<file path="config.mk">
export PLATFORM = sky130hd
export DESIGN_NAME = wakeup_line_stop_entry_unit
export DESIGN_NICKNAME = d
export VERILOG_FILES = /design/src/inc/wakeup_line_stop_entry_unit_pkg.sv /design/src/wakeup_line_stop_entry_unit.sv
export VERILOG_INCLUDE_DIRS = /design/src /design/src/inc
export SDC_FILE = /design/constraint.sdc
export NUM_CORES = 1
export LEC_CHECK = 0
export ABC_CLOCK_PERIOD_IN_PS = 2350
export BUFFER_PORTS_ARGS = -buffer_cell sky130_fd_sc_hd__buf_4
export CAP_MARGIN = 10
export CORE_MARGIN = 10
export CORE_UTILIZATION = 61
export DETAILED_ROUTE_END_ITERATION = 8
export PLACE_DENSITY = 0.9
export SYNTH_ARGS = -nofsm -noshare
export SYNTH_HDL_FRONTEND = slang
export SYNTH_SLANG_ARGS = --single-unit
</file>
<file path="constraint.sdc">
create_clock -name ref_clk -period 2.35 [get_ports ref_clk]
set_input_delay 0.235 -clock ref_clk [delete_from_list [all_inputs] [get_ports ref_clk]]
set_output_delay 0.235 -clock ref_clk [all_outputs]
set_load 0.1 [all_outputs]
</file>
<file path="src/inc/wakeup_line_stop_entry_unit_defines.svh">
`ifndef WAKEUP_LINE_STOP_ENTRY_UNIT_DEFINES_SVH
`define WAKEUP_LINE_STOP_ENTRY_UNIT_DEFINES_SVH

// register offsets
`define WU_CLOCK_FLAG_ADDR 8'hF0
`define WU_TOP_CTRL_ADDR 8'hF1
`define WU_CHANNEL_ADDR 8'hF2
`define WU_CONTROL_ADDR 8'hF9
`define WU_MASK_UPPER_ADDR 8'hFA
`define WU_MASK_LOWER_ADDR 8'hFB
`define WU_POLARITY_UPPER_ADDR 8'hFC
`define WU_POLARITY_LOWER_ADDR 8'hFD
`define WU_PENDING_UPPER_ADDR 8'hFE
`define WU_PENDING_LOWER_ADDR 8'hFF

// wakeup_control fields
`define WU_CTRL_MODE_BIT 0
`define WU_CTRL_SOURCE_BIT 1
`define WU_CTRL_STOP_BIT 2

// top-level control fields
`define WU_TOP_EDGE_BIT 0
`define WU_TOP_ENABLE_BIT 1
`define WU_TOP_GLOBAL_BIT 2
`define WU_TOP_UNMASK_BIT 3
`define WU_TOP_PENDING_BIT 4

// clock flag and channel fields
`define WU_FLAG_EXIT_BIT 0
`define WU_FLAG_STOPPED_BIT 1
`define WU_CHAN_PENDING_BIT 0
`define WU_CHAN_MASK_BIT 1

// reset values
`define WU_BYTE_RESET 8'h00
`define WU_LINES_RESET 16'h0000

// oscillator restart delay in cycles
`define WU_OSC_RESTART_CYCLES 16

`endif

</file>
<file path="src/inc/wakeup_line_stop_entry_unit_pkg.sv">
package wakeup_line_stop_entry_unit_pkg;

  // gray codes along run -> arm -> stopped -> restart
  typedef enum logic [2:0] {
    RUN_ST = 3'h0,
    ARM_ONE_ST = 3'h1,
    ARM_ZERO_ST = 3'h3,
    STOPPED_ST = 3'h2,
    RESTART_ST = 3'h6
  } stop_state_t;

endpackage

</file>
<file path="src/wakeup_line_stop_entry_unit.sv">
// How it works
// - correct sequence with top pin high: no stop, stop bit one, exit flag zero
// - blocked attempt stays blocked when pin falls; software must clear and rearm
// - top pin rising edge during arming aborts; stop bit and exit flag zero
// - wake-up line event during arming aborts; pending bit stays set
// - exit flag sticky after real exit; zero after a filtered entry attempt
// - unmasked wake-up line event ends stop after oscillator restart delay
// - top pin rising edge also ends stop, a seventeenth wake-up source
// - pending bits edge set; cleared bit waits for a fresh edge
// - selected top edge sets top pending; request if unmaskable or both enables
// - top unmaskable bit set by software, cleared only by reset
// - each top request needs a fresh edge of the selected polarity; a held level does nothing
// - top pin low at third write of correct sequence allows stop entry
// - shared channel pending set only on rising edge of combined line signal
// - clearing one pending bit with another left set re-arms channel pending
// - wake-up mode select bit stays readable for service routines
// - control register eight bits, reset zero: stop bit2, source bit1, mode bit0
// - entry needs pin low, wake mode, no unmasked pending, one line unmasked
// - any other register write between arming writes rejects the sequence
// - source select gives channel request, wake mode gives wake-up event
// - polarity zero selects falling edge, one selects rising edge
`include "wakeup_line_stop_entry_unit_defines.svh"
`timescale 1ns/1ps
`default_nettype none

module wakeup_line_stop_entry_unit #(
  parameter int LINES = 16,
  parameter int OSC_RESTART_CYCLES = `WU_OSC_RESTART_CYCLES
) (
  input wire logic ref_clk,
  input wire logic reset_n,
  input wire logic [7:0] addr,
  input wire logic [7:0] wr_data,
  input wire logic wr_en,
  input wire logic rd_en,
  output logic [7:0] rd_data,
  input wire logic [LINES-1:0] wake_lines,
  input wire logic top_pin,
  input wire logic dedicated_ext_irq_pin,
  input wire logic irq_dma_ack,
  input wire logic ext_reg_write,
  output logic shared_irq_channel,
  output logic top_irq_request,
  output logic wake_event,
  output logic stop_mode
);

  wakeup_line_stop_entry_unit_pkg::stop_state_t state_reg;
  wakeup_line_stop_entry_unit_pkg::stop_state_t state_next;

  logic [7:0] wakeup_control_reg;
  logic [LINES-1:0] mask_reg;
  logic [LINES-1:0] polarity_reg;
  logic [LINES-1:0] pending_reg;
  logic [LINES-1:0] pending_next;
  logic [LINES-1:0] sync1_reg;
  logic [LINES-1:0] sync2_reg;
  logic [LINES-1:0] line_prev_reg;
  logic [LINES-1:0] line_edge;
  logic [LINES-1:0] polarity_write;
  logic top_prev_reg;
  logic top_rise;
  logic top_edge;
  logic top_edge_select_reg;
  logic top_level_enable_reg;
  logic global_irq_enable_reg;
  logic top_level_unmaskable_reg;
  logic top_level_pending_reg;
  logic channel_pending_bit_reg;
  logic channel_mask_bit_reg;
  logic combined_prev_reg;
  logic combined;
  logic stop_exit_flag_reg;
  logic spoiled_reg;
  logic [15:0] restart_cnt_reg;
  logic unmasked_pending;
  logic line_wake;
  logic line_set_any;
  logic abort_now;
  logic ctrl_write;
  logic foreign_write;
  logic stop_written;
  logic entry_ok;
  logic [7:0] rd_mux;

  wire logic wakeup_mode_select = wakeup_control_reg[`WU_CTRL_MODE_BIT];
  wire logic shared_channel_source_select = wakeup_control_reg[`WU_CTRL_SOURCE_BIT];

  assign ctrl_write = wr_en && (addr == `WU_CONTROL_ADDR);
  assign stop_written = wr_data[`WU_CTRL_STOP_BIT];
  // writes to any other register, ours or the cpu's, spoil the arming sequence
  assign foreign_write = (wr_en && !ctrl_write) || ext_reg_write || irq_dma_ack;

  // ---- wake-up lines: sync, edge detect, pending ----
  always_ff @(posedge ref_clk) begin
    if (!reset_n) begin
      sync1_reg <= `WU_LINES_RESET;
      sync2_reg <= `WU_LINES_RESET;
      line_prev_reg <= `WU_LINES_RESET;
    end else begin
      sync1_reg <= wake_lines;
      sync2_reg <= sync1_reg;
      line_prev_reg <= sync2_reg;
    end
  end

  // an edge landing while its polarity byte is rewritten is dropped on purpose
  assign polarity_write[LINES-1:8] = {(LINES-8){wr_en && (addr == `WU_POLARITY_UPPER_ADDR)}};
  assign polarity_write[7:0] = {8{wr_en && (addr == `WU_POLARITY_LOWER_ADDR)}};
  assign line_edge = ((polarity_reg & sync2_reg & ~line_prev_reg)
                     | (~polarity_reg & ~sync2_reg & line_prev_reg)) & ~polarity_write;
  assign line_set_any = |line_edge;

  always_comb begin
    pending_next = pending_reg;
    if (wr_en && (addr == `WU_PENDING_UPPER_ADDR)) begin
      pending_next[LINES-1:8] = wr_data[LINES-9:0];
    end
    if (wr_en && (addr == `WU_PENDING_LOWER_ADDR)) begin
      pending_next[7:0] = wr_data;
    end
    // set beats clear; a held level never sets again after a clear
    pending_next = pending_next | line_edge;
  end

  always_ff @(posedge ref_clk) begin
    if (!reset_n) begin
      pending_reg <= `WU_LINES_RESET;
    end else begin
      pending_reg <= pending_next;
    end
  end

  always_ff @(posedge ref_clk) begin
    if (!reset_n) begin
      mask_reg <= `WU_LINES_RESET;
      polarity_reg <= `WU_LINES_RESET;
    end else if (wr_en) begin
      if (addr == `WU_MASK_UPPER_ADDR) begin
        mask_reg[LINES-1:8] <= wr_data[LINES-9:0];
      end
      if (addr == `WU_MASK_LOWER_ADDR) begin
        mask_reg[7:0] <= wr_data;
      end
      if (addr == `WU_POLARITY_UPPER_ADDR) begin
        polarity_reg[LINES-1:8] <= wr_data[LINES-9:0];
      end
      if (addr == `WU_POLARITY_LOWER_ADDR) begin
        polarity_reg[7:0] <= wr_data;
      end
    end
  end

  assign unmasked_pending = |(pending_reg & mask_reg);
  assign line_wake = unmasked_pending && wakeup_mode_select;

  // ---- shared channel ----
  assign combined = shared_channel_source_select ? unmasked_pending
                                                 : dedicated_ext_irq_pin;

  always_ff @(posedge ref_clk) begin
    if (!reset_n) begin
      combined_prev_reg <= 1'b0;
      channel_pending_bit_reg <= 1'b0;
      channel_mask_bit_reg <= 1'b0;
    end else begin
      // a pending write briefly drops the merged line, so a bit still set re-arms it
      combined_prev_reg <= combined && !(shared_channel_source_select && wr_en
                           && (addr == `WU_PENDING_UPPER_ADDR
                               || addr == `WU_PENDING_LOWER_ADDR));
      if (wr_en && (addr == `WU_CHANNEL_ADDR)) begin
        channel_mask_bit_reg <= wr_data[`WU_CHAN_MASK_BIT];
      end
      // only a rising edge of the merged signal registers a request
      if (combined && !combined_prev_reg) begin
        channel_pending_bit_reg <= 1'b1;
      end else if (wr_en && (addr == `WU_CHANNEL_ADDR)) begin
        channel_pending_bit_reg <= wr_data[`WU_CHAN_PENDING_BIT];
      end
    end
  end

  // ---- top-level pin ----
  assign top_rise = top_pin && !top_prev_reg;
  assign top_edge = top_edge_select_reg ? top_rise : (!top_pin && top_prev_reg);

  always_ff @(posedge ref_clk) begin
    if (!reset_n) begin
      top_prev_reg <= 1'b0;
      top_edge_select_reg <= 1'b0;
      top_level_enable_reg <= 1'b0;
      global_irq_enable_reg <= 1'b0;
      top_level_unmaskable_reg <= 1'b0;
      top_level_pending_reg <= 1'b0;
    end else begin
      top_prev_reg <= top_pin;
      if (wr_en && (addr == `WU_TOP_CTRL_ADDR)) begin
        top_edge_select_reg <= wr_data[`WU_TOP_EDGE_BIT];
        top_level_enable_reg <= wr_data[`WU_TOP_ENABLE_BIT];
        global_irq_enable_reg <= wr_data[`WU_TOP_GLOBAL_BIT];
        if (wr_data[`WU_TOP_UNMASK_BIT]) begin
          top_level_unmaskable_reg <= 1'b1;
        end
      end
      if (top_edge) begin
        top_level_pending_reg <= 1'b1;
      end else if (wr_en && (addr == `WU_TOP_CTRL_ADDR)) begin
        top_level_pending_reg <= wr_data[`WU_TOP_PENDING_BIT];
      end
    end
  end

  // ---- arming sequence and stop state ----
  // pending rise or top rise inside the sequence means the cpu takes an interrupt
  assign abort_now = foreign_write || line_set_any || top_rise;
  assign entry_ok = wakeup_mode_select && !unmasked_pending && (|mask_reg);

  always_comb begin
    state_next = state_reg;
    unique case (state_reg)
      wakeup_line_stop_entry_unit_pkg::RUN_ST: begin
        if (ctrl_write && stop_written) begin
          state_next = wakeup_line_stop_entry_unit_pkg::ARM_ONE_ST;
        end
      end
      wakeup_line_stop_entry_unit_pkg::ARM_ONE_ST: begin
        if (ctrl_write) begin
          state_next = stop_written ? wakeup_line_stop_entry_unit_pkg::ARM_ONE_ST
                                    : wakeup_line_stop_entry_unit_pkg::ARM_ZERO_ST;
        end
      end
      wakeup_line_stop_entry_unit_pkg::ARM_ZERO_ST: begin
        if (ctrl_write) begin
          if (!stop_written) begin
            state_next = wakeup_line_stop_entry_unit_pkg::RUN_ST;
          end else if (!spoiled_reg && !abort_now && !top_pin && entry_ok) begin
            state_next = wakeup_line_stop_entry_unit_pkg::STOPPED_ST;
          end else begin
            state_next = wakeup_line_stop_entry_unit_pkg::RUN_ST;
          end
        end
      end
      wakeup_line_stop_entry_unit_pkg::STOPPED_ST: begin
        if (line_wake || top_rise) begin
          state_next = wakeup_line_stop_entry_unit_pkg::RESTART_ST;
        end
      end
      wakeup_line_stop_entry_unit_pkg::RESTART_ST: begin
        if (restart_cnt_reg == 16'(OSC_RESTART_CYCLES - 1)) begin
          state_next = wakeup_line_stop_entry_unit_pkg::RUN_ST;
        end
      end
      default: begin
        state_next = wakeup_line_stop_entry_unit_pkg::RUN_ST;
      end
    endcase
  end

  always_ff @(posedge ref_clk) begin
    if (!reset_n) begin
      state_reg <= wakeup_line_stop_entry_unit_pkg::RUN_ST;
    end else begin
      state_reg <= state_next;
    end
  end

  // the spoiled mark lives until the sequence is finished or broken
  always_ff @(posedge ref_clk) begin
    if (!reset_n) begin
      spoiled_reg <= 1'b0;
    end else if (state_next == wakeup_line_stop_entry_unit_pkg::ARM_ONE_ST
                 || state_next == wakeup_line_stop_entry_unit_pkg::ARM_ZERO_ST) begin
      if (state_reg == wakeup_line_stop_entry_unit_pkg::RUN_ST) begin
        spoiled_reg <= 1'b0;
      end else if (abort_now) begin
        spoiled_reg <= 1'b1;
      end
    end else begin
      spoiled_reg <= 1'b0;
    end
  end

  always_ff @(posedge ref_clk) begin
    if (!reset_n) begin
      restart_cnt_reg <= 16'h0000;
    end else if (state_reg == wakeup_line_stop_entry_unit_pkg::RESTART_ST) begin
      restart_cnt_reg <= restart_cnt_reg + 16'h0001;
    end else begin
      restart_cnt_reg <= 16'h0000;
    end
  end

  // control register: mode and source plain, stop bit shaped by the sequence
  always_ff @(posedge ref_clk) begin
    if (!reset_n) begin
      wakeup_control_reg <= `WU_BYTE_RESET;
    end else begin
      if (ctrl_write) begin
        wakeup_control_reg[1:0] <= wr_data[1:0];
      end
      if (ctrl_write && state_reg == wakeup_line_stop_entry_unit_pkg::ARM_ZERO_ST
          && stop_written) begin
        // blocked by a high pin leaves the bit set with no stop behind it
        wakeup_control_reg[`WU_CTRL_STOP_BIT] <= !spoiled_reg && !abort_now
                                                 && (top_pin || entry_ok);
      end else if (ctrl_write && state_reg != wakeup_line_stop_entry_unit_pkg::STOPPED_ST) begin
        wakeup_control_reg[`WU_CTRL_STOP_BIT] <= stop_written;
      end else if (state_reg == wakeup_line_stop_entry_unit_pkg::STOPPED_ST
                   && line_wake && !top_rise) begin
        wakeup_control_reg[`WU_CTRL_STOP_BIT] <= 1'b0;
      end
    end
  end

  always_ff @(posedge ref_clk) begin
    if (!reset_n) begin
      stop_exit_flag_reg <= 1'b0;
    end else if (state_reg == wakeup_line_stop_entry_unit_pkg::STOPPED_ST
                 && (line_wake || top_rise)) begin
      stop_exit_flag_reg <= 1'b1;
    end else if (ctrl_write && state_reg == wakeup_line_stop_entry_unit_pkg::ARM_ZERO_ST
                 && stop_written
                 && state_next != wakeup_line_stop_entry_unit_pkg::STOPPED_ST) begin
      stop_exit_flag_reg <= 1'b0;
    end else if (wr_en && (addr == `WU_CLOCK_FLAG_ADDR)) begin
      stop_exit_flag_reg <= wr_data[`WU_FLAG_EXIT_BIT];
    end
  end

  // ---- register reads ----
  always_comb begin
    rd_mux = 8'h00;
    unique case (addr)
      `WU_CLOCK_FLAG_ADDR: begin
        rd_mux[`WU_FLAG_EXIT_BIT] = stop_exit_flag_reg;
        rd_mux[`WU_FLAG_STOPPED_BIT] = stop_mode;
      end
      `WU_TOP_CTRL_ADDR: begin
        rd_mux[`WU_TOP_EDGE_BIT] = top_edge_select_reg;
        rd_mux[`WU_TOP_ENABLE_BIT] = top_level_enable_reg;
        rd_mux[`WU_TOP_GLOBAL_BIT] = global_irq_enable_reg;
        rd_mux[`WU_TOP_UNMASK_BIT] = top_level_unmaskable_reg;
        rd_mux[`WU_TOP_PENDING_BIT] = top_level_pending_reg;
      end
      `WU_CHANNEL_ADDR: begin
        rd_mux[`WU_CHAN_PENDING_BIT] = channel_pending_bit_reg;
        rd_mux[`WU_CHAN_MASK_BIT] = channel_mask_bit_reg;
      end
      `WU_CONTROL_ADDR: rd_mux = {5'h00, wakeup_control_reg[2:0]};
      `WU_MASK_UPPER_ADDR: rd_mux = mask_reg[LINES-1:8];
      `WU_MASK_LOWER_ADDR: rd_mux = mask_reg[7:0];
      `WU_POLARITY_UPPER_ADDR: rd_mux = polarity_reg[LINES-1:8];
      `WU_POLARITY_LOWER_ADDR: rd_mux = polarity_reg[7:0];
      `WU_PENDING_UPPER_ADDR: rd_mux = pending_reg[LINES-1:8];
      `WU_PENDING_LOWER_ADDR: rd_mux = pending_reg[7:0];
      default: rd_mux = 8'h00;
    endcase
  end

  // ---- registered outputs ----
  always_ff @(posedge ref_clk) begin
    if (!reset_n) begin
      rd_data <= 8'h00;
      shared_irq_channel <= 1'b0;
      top_irq_request <= 1'b0;
      wake_event <= 1'b0;
      stop_mode <= 1'b0;
    end else begin
      rd_data <= rd_en ? rd_mux : 8'h00;
      shared_irq_channel <= channel_pending_bit_reg && channel_mask_bit_reg;
      top_irq_request <= top_level_pending_reg && (top_level_unmaskable_reg
                         || (top_level_enable_reg && global_irq_enable_reg));
      wake_event <= line_wake;
      // clock stays held until the oscillator restart delay is over
      stop_mode <= (state_next == wakeup_line_stop_entry_unit_pkg::STOPPED_ST)
                   || (state_next == wakeup_line_stop_entry_unit_pkg::RESTART_ST);
    end
  end

endmodule

`default_nettype wire

</file>
==> summary.txt, run 1 <==
Syn Inst Count -> 677
Number of diodes -> 0
GR Overflow Total -> 0
Worst Setup SP -> mask_reg[3]$_SDFFE_PN0P_
Cell taking the most area after synthesis -> dfxtp_1
Cell Pwr Density -> 745 mW/mm2
Drt first pass iters -> 6
Tot GR Track Use -> 22.3%
Final Total Pwr -> 5.31 mW
Async set-reset flop share out of synthesis -> 0%
Setup bufs post-CTS -> 0
Die Wd -> 118 um
Reg-to-Reg Start -> mask_reg[3]$_SDFFE_PN0P_
Skew final -> 8.21 ps
TritonCTS clock tree -> yes
Placer congestion estimate -> 1.01
Ports -> 52
Row cnt -> 35
Flops & latches, synth -> 141
DR vias -> 5,354
Core box area -> 0.00933 mm2
Synth cell count leaders -> 141 x dfxtp_1, 112 x nand2_1, 69 x a21oi_1
Final Util -> 76.5%
Crit start category -> register
Setup TNS -> 0 ps
Layout fillers -> 612
Nets -> 781
DRC viols -> 0
H-tree lvl count -> 4
Initial antenna violation count -> 0
Hold Crit Class -> in -> reg
Die height -> 118 um
Net Count, Synth -> 718
Post-synth top area share -> 47.8%
Critical Path RT -> 2790 ps
Fraction of layout cells with a size suffix above 1 -> 14.7%
Nature of the critical path endpoint -> register
Crit path DAT -> 2360 ps
Routed Wire Length -> 15,600 um
DR WL/cell -> 17.7 um
Final slew viol count -> 0
Synth Cell Area -> 0.00591 mm2
Number of enable flip-flop cells after synthesis -> 0
Final Critical Period -> 1910 ps
Setup Crit Path Kind -> reg -> reg
Critical-path maximum fanout -> 4
Leakage dissipation -> 2.69 nW
# Max-Cap Violations -> 0
Hold Fails Final Rpt -> 0
Count leader, synth -> dfxtp_1
Max Fclk -> 0.522 GHz
Iter 0 DRT Violations -> 656
Maximum number of pins on one net before global-route repair -> 63
Mean Syn Cell Area -> 8.73 um2
Slew HR -> 28.6%
Worst-margin pin slew -> 1070 ps
Hold path start -> wr_data[3]
Synth Flop Type -> dfxtp_1
Clock Pin Slew Worst Setup and Hold Paths -> 60 ps
Yosys warning count -> 0
Clock root cell -> clkbuf_8
Die area -> 0.0140 mm2
Finish-stage setup viols -> 0
Placed wire-length estimate -> 10,700 um
Sequential fraction of the synthesis area -> 47.8%
Vias per cell -> 6.07
Top cells by area, synth -> dfxtp_1 48%, nand2_1 7.1%, a21oi_1 5.8%
Sink Count -> 141
Distinct cells, synth -> 54
Max VDD drop -> 0.000663 V
Maximum root-to-sink buffer count -> 2
Status -> finished, final reports clean
DRT antenna net count -> 0
First-pass GRT wire length -> 25,800 um
Starting density of the core -> 63.4%
Crit share post-route -> 81.5%
Number of global-route vias before repair -> 5,156
Unrepaired setup endpoints after global routing -> no
TritonCTS Buffers -> 17
Area Overhead vs Synth -> 20.7%
# port buffers -> 51
Clock Latency Late Sink -> 530 ps
-- area by class of cell --
| class | count | area [um2] | share of cell area [%] |
|---|---|---|---|
| clock buffer | 20 | 455 | 6.38 |
| clock inverter | 12 | 125 | 1.75 |
| inverter | 5 | 18.8 | 0.263 |
| multi-input combinational | 492 | 2880 | 40.3 |
| sequential | 141 | 2820 | 39.6 |
| tap | 129 | 161 | 2.26 |
| timing repair buffer | 83 | 673 | 9.44 |
-- path summary, 6_finish.rpt --
| check | cells after the start | slack, ps | end |
|---|---|---|---|
| worst max-delay path | 6 | 440 | stop_mode$_SDFF_PN0_ |
| worst min-delay path | 3 | 30 | polarity_reg[11]$_SDFFE_PN0P_ |
| worst max register to register | 6 | 440 | stop_mode$_SDFF_PN0_ |
| worst min register to register | 1 | 430 | sync2_reg[6]$_SDFF_PN0_ |
-- where the power goes --
part	switching (mW)	leakage [nW]	internal (mW)
clock network	1.06	0.277	1.51
logic	0.148	1.27	0.129
registers	0.0295	1.15	2.44
-- critical path, cell delays in order, from the launching register on --
cell and delay (ps):
dfxtp_1 350, a22oi_1 270, nand4_1 200, nor4b_2 370
nor3b_2 260, nand4_2 160, a211oi_2 230
-- metrics by stage --
step	hold WS, ps	setup WS (ps)	area, um2	std cells
6_report	33.1	435	7130	882
2_1_floorplan	357	607	5910	677
3_3_place_gp	415	438	6350	830
4_1_cts	8.92	483	7130	882
5_1_grt	27.4	348	7130	882
3_5_place_dp	417	414	6350	830
-- kinds of logic (layout without fill, tap and decap cells) --
| logic type | after synthesis | after routing | share of synthesized area, % |
|---|---|---|---|
| DFF | 141 | 141 | 47.8 |
| muxes | 26 | 26 | 5.08 |
| and+or+nand+nor | 313 | 313 | 26.9 |
| adders and majority gates | 1 | 1 | 0.212 |
| buffers and inverters | 44 | 120 | 3.56 |
| xor gates and xnor gates | 12 | 12 | 1.78 |
| AOI/OAI and AO/OA | 140 | 140 | 14.7 |
-- layout by cell type, fill, tap and decap left out, types with 4 or more instances in the layout --
master,count
a31oi_1,4
nand3_1,31
nor2b_1,6
nand2b_1,18
a21oi_1,69
clkbuf_8,4
clkbuf_16,16
a22oi_1,21
buf_4,63
xor2_1,9
inv_1,4
inv_6,4
and2_1,51
a221oi_1,5
o21ai_0,5
mux2i_1,21
nand2_1,112
o22ai_1,16
nand4_1,8
dlygate4sd3_1,20
nor4_1,9
dfxtp_1,141
and3_1,10
nor2_1,45
-- what timing repair did --
action / CTS / global route
hold endpoints to repair: 24 / 0
endpoints found under the setup margin: 0 / 0
hold buffers: 20 / 0
gates resized for setup: 0 / 0
-- per-layer routing --
| metal | vias to the layer above | routed length [um] | global-route usage (%) |
|---|---|---|---|
| li1 | 2504 | - | - |
| met1 | 2517 | 6360 | 27.3 |
| met2 | 282 | 7300 | 35.8 |
| met3 | 51 | 1350 | 6.24 |
| met4 | 0 | 578 | 9.69 |
| met5 | - | 0 | 0 |
(Power assumes the default switching activity.)
==> inputs of run 2 (changes only) <==
--- a/config.mk
+++ b/config.mk
@@ -6,13 +6,13 @@
 export SDC_FILE = /design/constraint.sdc
 export NUM_CORES = 1
 export LEC_CHECK = 0
-export ABC_CLOCK_PERIOD_IN_PS = 2350
+export ABC_CLOCK_PERIOD_IN_PS = 1700
 export BUFFER_PORTS_ARGS = -buffer_cell sky130_fd_sc_hd__buf_4
 export CAP_MARGIN = 10
 export CORE_MARGIN = 10
-export CORE_UTILIZATION = 61
+export CORE_UTILIZATION = 53
 export DETAILED_ROUTE_END_ITERATION = 8
-export PLACE_DENSITY = 0.9
+export PLACE_DENSITY = 0.84
 export SYNTH_ARGS = -nofsm -noshare
 export SYNTH_HDL_FRONTEND = slang
 export SYNTH_SLANG_ARGS = --single-unit
==> constraint.sdc (replaced) <==
create_clock -name ref_clk -period 1.7 [get_ports ref_clk]
set_input_delay 0.17 -clock ref_clk [delete_from_list [all_inputs] [get_ports ref_clk]]
set_output_delay 0.17 -clock ref_clk [all_outputs]
set_load 0.1 [all_outputs]
==> run 2 against run 1 <==
  * The run now ends with setup timing left
  * Critical endpoint is now stop_exit_flag_reg$_SDFFE_PN0P_
  * Clock skew fell by 1.4 ps
  * Combinational power up 68%
  * Non-clock buffer count grew 62
==> summary.txt, run 2 (synthesis gave the netlist of run 1 again) <==
H-tree lvl count -> 4 (unchanged)
Finish-stage setup viols -> 3 (+3)
Reg2Reg Setup Slack -> -90 ps (-520 ps)
Iter 0 DRT Violations -> 666 (+1.5%)
Clock root cell -> clkbuf_8
Row cnt -> 38 (+8.6%)
Critical Path Max Stage Delay -> 330 ps (-40 ps)
Worst-margin pin slew -> 455 ps (-616 ps)
Placer congestion estimate -> 0.951 (-6.1%)
Cells after DPL -> 892 (+7.5%)
Vias per cell -> 5.84 (-3.8%)
Cell Pwr Density -> 1010 mW/mm2 (+35%)
Reg-to-Reg Start -> pending_reg[6]$_SDFF_PN0_
Clock Latency Late Sink -> 550 ps (+20 ps)
Die Wd -> 126 um (+6.1%)
Crit start category -> register
Max Fclk -> 0.559 GHz (+7.1%)
Sink Count -> 141 (unchanged)
Status -> finished, violations left
Ports -> 52 (unchanged)
Initial antenna violation count -> 0 (unchanged)
TritonCTS Buffers -> 17 (unchanged)
TritonCTS clock tree -> yes
WP buf/inv -> 2 (+2)
DR vias -> 5,578 (+4.2%)
Die height -> 126 um (+6.1%)
Number of diodes -> 0 (unchanged)
Clock Pin Slew Worst Setup and Hold Paths -> 60 ps (about the same)
Worst Setup Slack, final -> -88.6 ps (-524 ps)
Routed Wire Length -> 17,300 um (+11%)
Final Critical Period -> 1790 ps (-126 ps)
Hold path start -> dedicated_ext_irq_pin
GRT met2 Usage -> 34.6% (-1.3 points)
Leakage dissipation -> 3.07 nW (+14%)
Hold endpoint -> combined_prev_reg$_SDFF_PN0_
DRC viols -> 0 (unchanged)
Final Total Pwr -> 7.92 mW (+49%)
# Max-Cap Violations -> 0 (unchanged)
Layout fillers -> 759 (+24%)
R2R Path End -> stop_exit_flag_reg$_SDFFE_PN0P_
CP top delay family -> compound AO/OA/AOI/OAI gates
Drt first pass iters -> 8 (+2)
Unrepaired setup endpoints after global routing -> yes
Crit share post-route -> 105% (+24 points)
Skew final -> 6.76 ps (-1.45 ps)
Starting density of the core -> 54.3% (-9.1 points)
FF-to-FF path depth -> 8 (+2)
Crit-path cells -> a22oi_2 -> nand4_1 -> buf_4 -> o31ai_4 -> buf_6 -> a21oi_4 -> o31ai_2 -> a31oi_1
# port buffers -> 51 (unchanged)
Maximum root-to-sink buffer count -> 2 (unchanged)
Die area -> 0.0158 mm2 (+12%)
Worst Setup SP -> pending_reg[6]$_SDFF_PN0_
DRT antenna net count -> 0 (unchanged)
GR Overflow Total -> 0 (unchanged)
Setup Crit Path Kind -> reg -> reg
First-pass GRT wire length -> 27,700 um (+7.3%)
Critical-path maximum fanout -> 3 (-1)
Post-Layout Cell Count -> 955 (+8.3%)
Nature of the critical path endpoint -> register
Global route hottest layer -> met2
Area post-placement -> 0.00678 mm2 (+6.7%)
Max VDD drop -> 0.000998 V (+51%)
Commonest non-fill, non-tap cell in the layout -> dfxtp_1
Final slew viol count -> 0 (unchanged)
DR WL/cell -> 18.1 um (+2.6%)
Failing checks -> setup timing
Fraction of layout cells with a size suffix above 1 -> 23.2% (+8.4 points)
Critical Path RT -> 2140 ps (-650 ps)
Maximum number of pins on one net before global-route repair -> 50 (-21%)
Number of global-route vias before repair -> 5,515 (+7.0%)
Final instance area -> 0.00785 mm2 (+10%)
Hold Fails Final Rpt -> 0 (unchanged)
Commonest non-fill, non-tap cells in the layout -> 132 x dfxtp_1, 113 x buf_4, 111 x nand2_1
Hold Crit Depth -> 4 (+1)
Met1 usage -> 25.4% (-1.8 points)
Placed wire-length estimate -> 11,700 um (+10%)
Pre-CTS setup slack -> -144 ps (-558 ps)
Slew HR -> 69.3% (+41 points)
Nets -> 843 (+7.9%)
CP max stage cell -> dfxtp_2
Area Overhead vs Synth -> 32.9%
Crit path DAT -> 2220 ps (-140 ps)
Tot GR Track Use -> 21.5% (-0.72 points)
Min Hold Slack -> 46.9 ps (+13.8 ps)
Core box area -> 0.0109 mm2 (+17%)
M3 GR Usage -> 6.59% (+0.36 points)
Hold Crit Class -> in -> reg
==> run 2: cell types whose count changed in the layout (fill, tap and decap cells not counted), sizes merged <==
| cell | change |
|---|---|
| buf | +54 |
| bufinv | +4 |
| clkbuf | -3 |
| clkinv | +2 |
| clkinvlp | -2 |
| dlygate4sd3 | +8 |
| inv | -1 |
==> run 2: area by class of cell <==
| type | instances | area [um2] | area share, % |
|---|---|---|---|
| flip-flops and latches | 141 | 2830 | 36.1 |
| well taps | 140 | 175 | 2.23 |
| clock buffers | 17 | 414 | 5.27 |
| multi-input cells | 492 | 2990 | 38.0 |
| repair buffers | 145 | 1190 | 15.2 |
| clock inverters | 15 | 235 | 3.00 |
| inverters | 5 | 18.8 | 0.239 |
==> run 2: what timing repair did <==
item,4_1_cts,5_1_grt
buffers inserted,3,0
endpoints found under the setup margin,5,8
hold buffers,28,0
resized for setup,15,15
endpoints found under the hold margin,73,0
pin swaps,8,8
gates cloned,0,0
==> run 2: per-layer routing <==
layer / share of wire, % / vias up
met1: 41 / 2624
met5: 0 / -
met4: 3.2 / 0
met2: 47 / 275
li1: - / 2628
met3: 8.9 / 51
==> run 2: through the flow <==
step / TNS (ps) / utilization (%)
after global routing: -543 / 72.1
final: -164 / 72.1
after global placement: -242 / 62.2
after detailed placement: -297 / 62.2
after CTS: 0 / 71.5
after floorplan: 0 / -
==> run 2: worst register-to-register path, cell delays in order (launching register included) <==
cell and delay, ps:
dfxtp_2 330, a22oi_2 230, nand4_1 210, buf_4 200
o31ai_4 180, buf_6 140, a21oi_4 60, o31ai_2 270
a31oi_1 60
==> run 2: how the worst max path moves through the flow <==
stage / endpoint / cells after the start / slack [ps]
floorplan: stop_mode$_SDFF_PN0_ / 6 / 90
global placement: stop_exit_flag_reg$_SDFFE_PN0P_ / 8 / -150
detailed placement: stop_exit_flag_reg$_SDFFE_PN0P_ / 8 / -140
CTS: stop_mode$_SDFF_PN0_ / 7 / 1
global route: stop_exit_flag_reg$_SDFFE_PN0P_ / 8 / -140
finish: stop_exit_flag_reg$_SDFFE_PN0P_ / 8 / -90
==> run 2: where the power goes <==
part | total (mW) | internal, mW | switching (mW)
clock network | 4.04 | 2.56 | 1.48
logic | 0.466 | 0.233 | 0.233
registers | 3.41 | 3.37 | 0.0355
total | 7.92 | 6.16 | 1.75
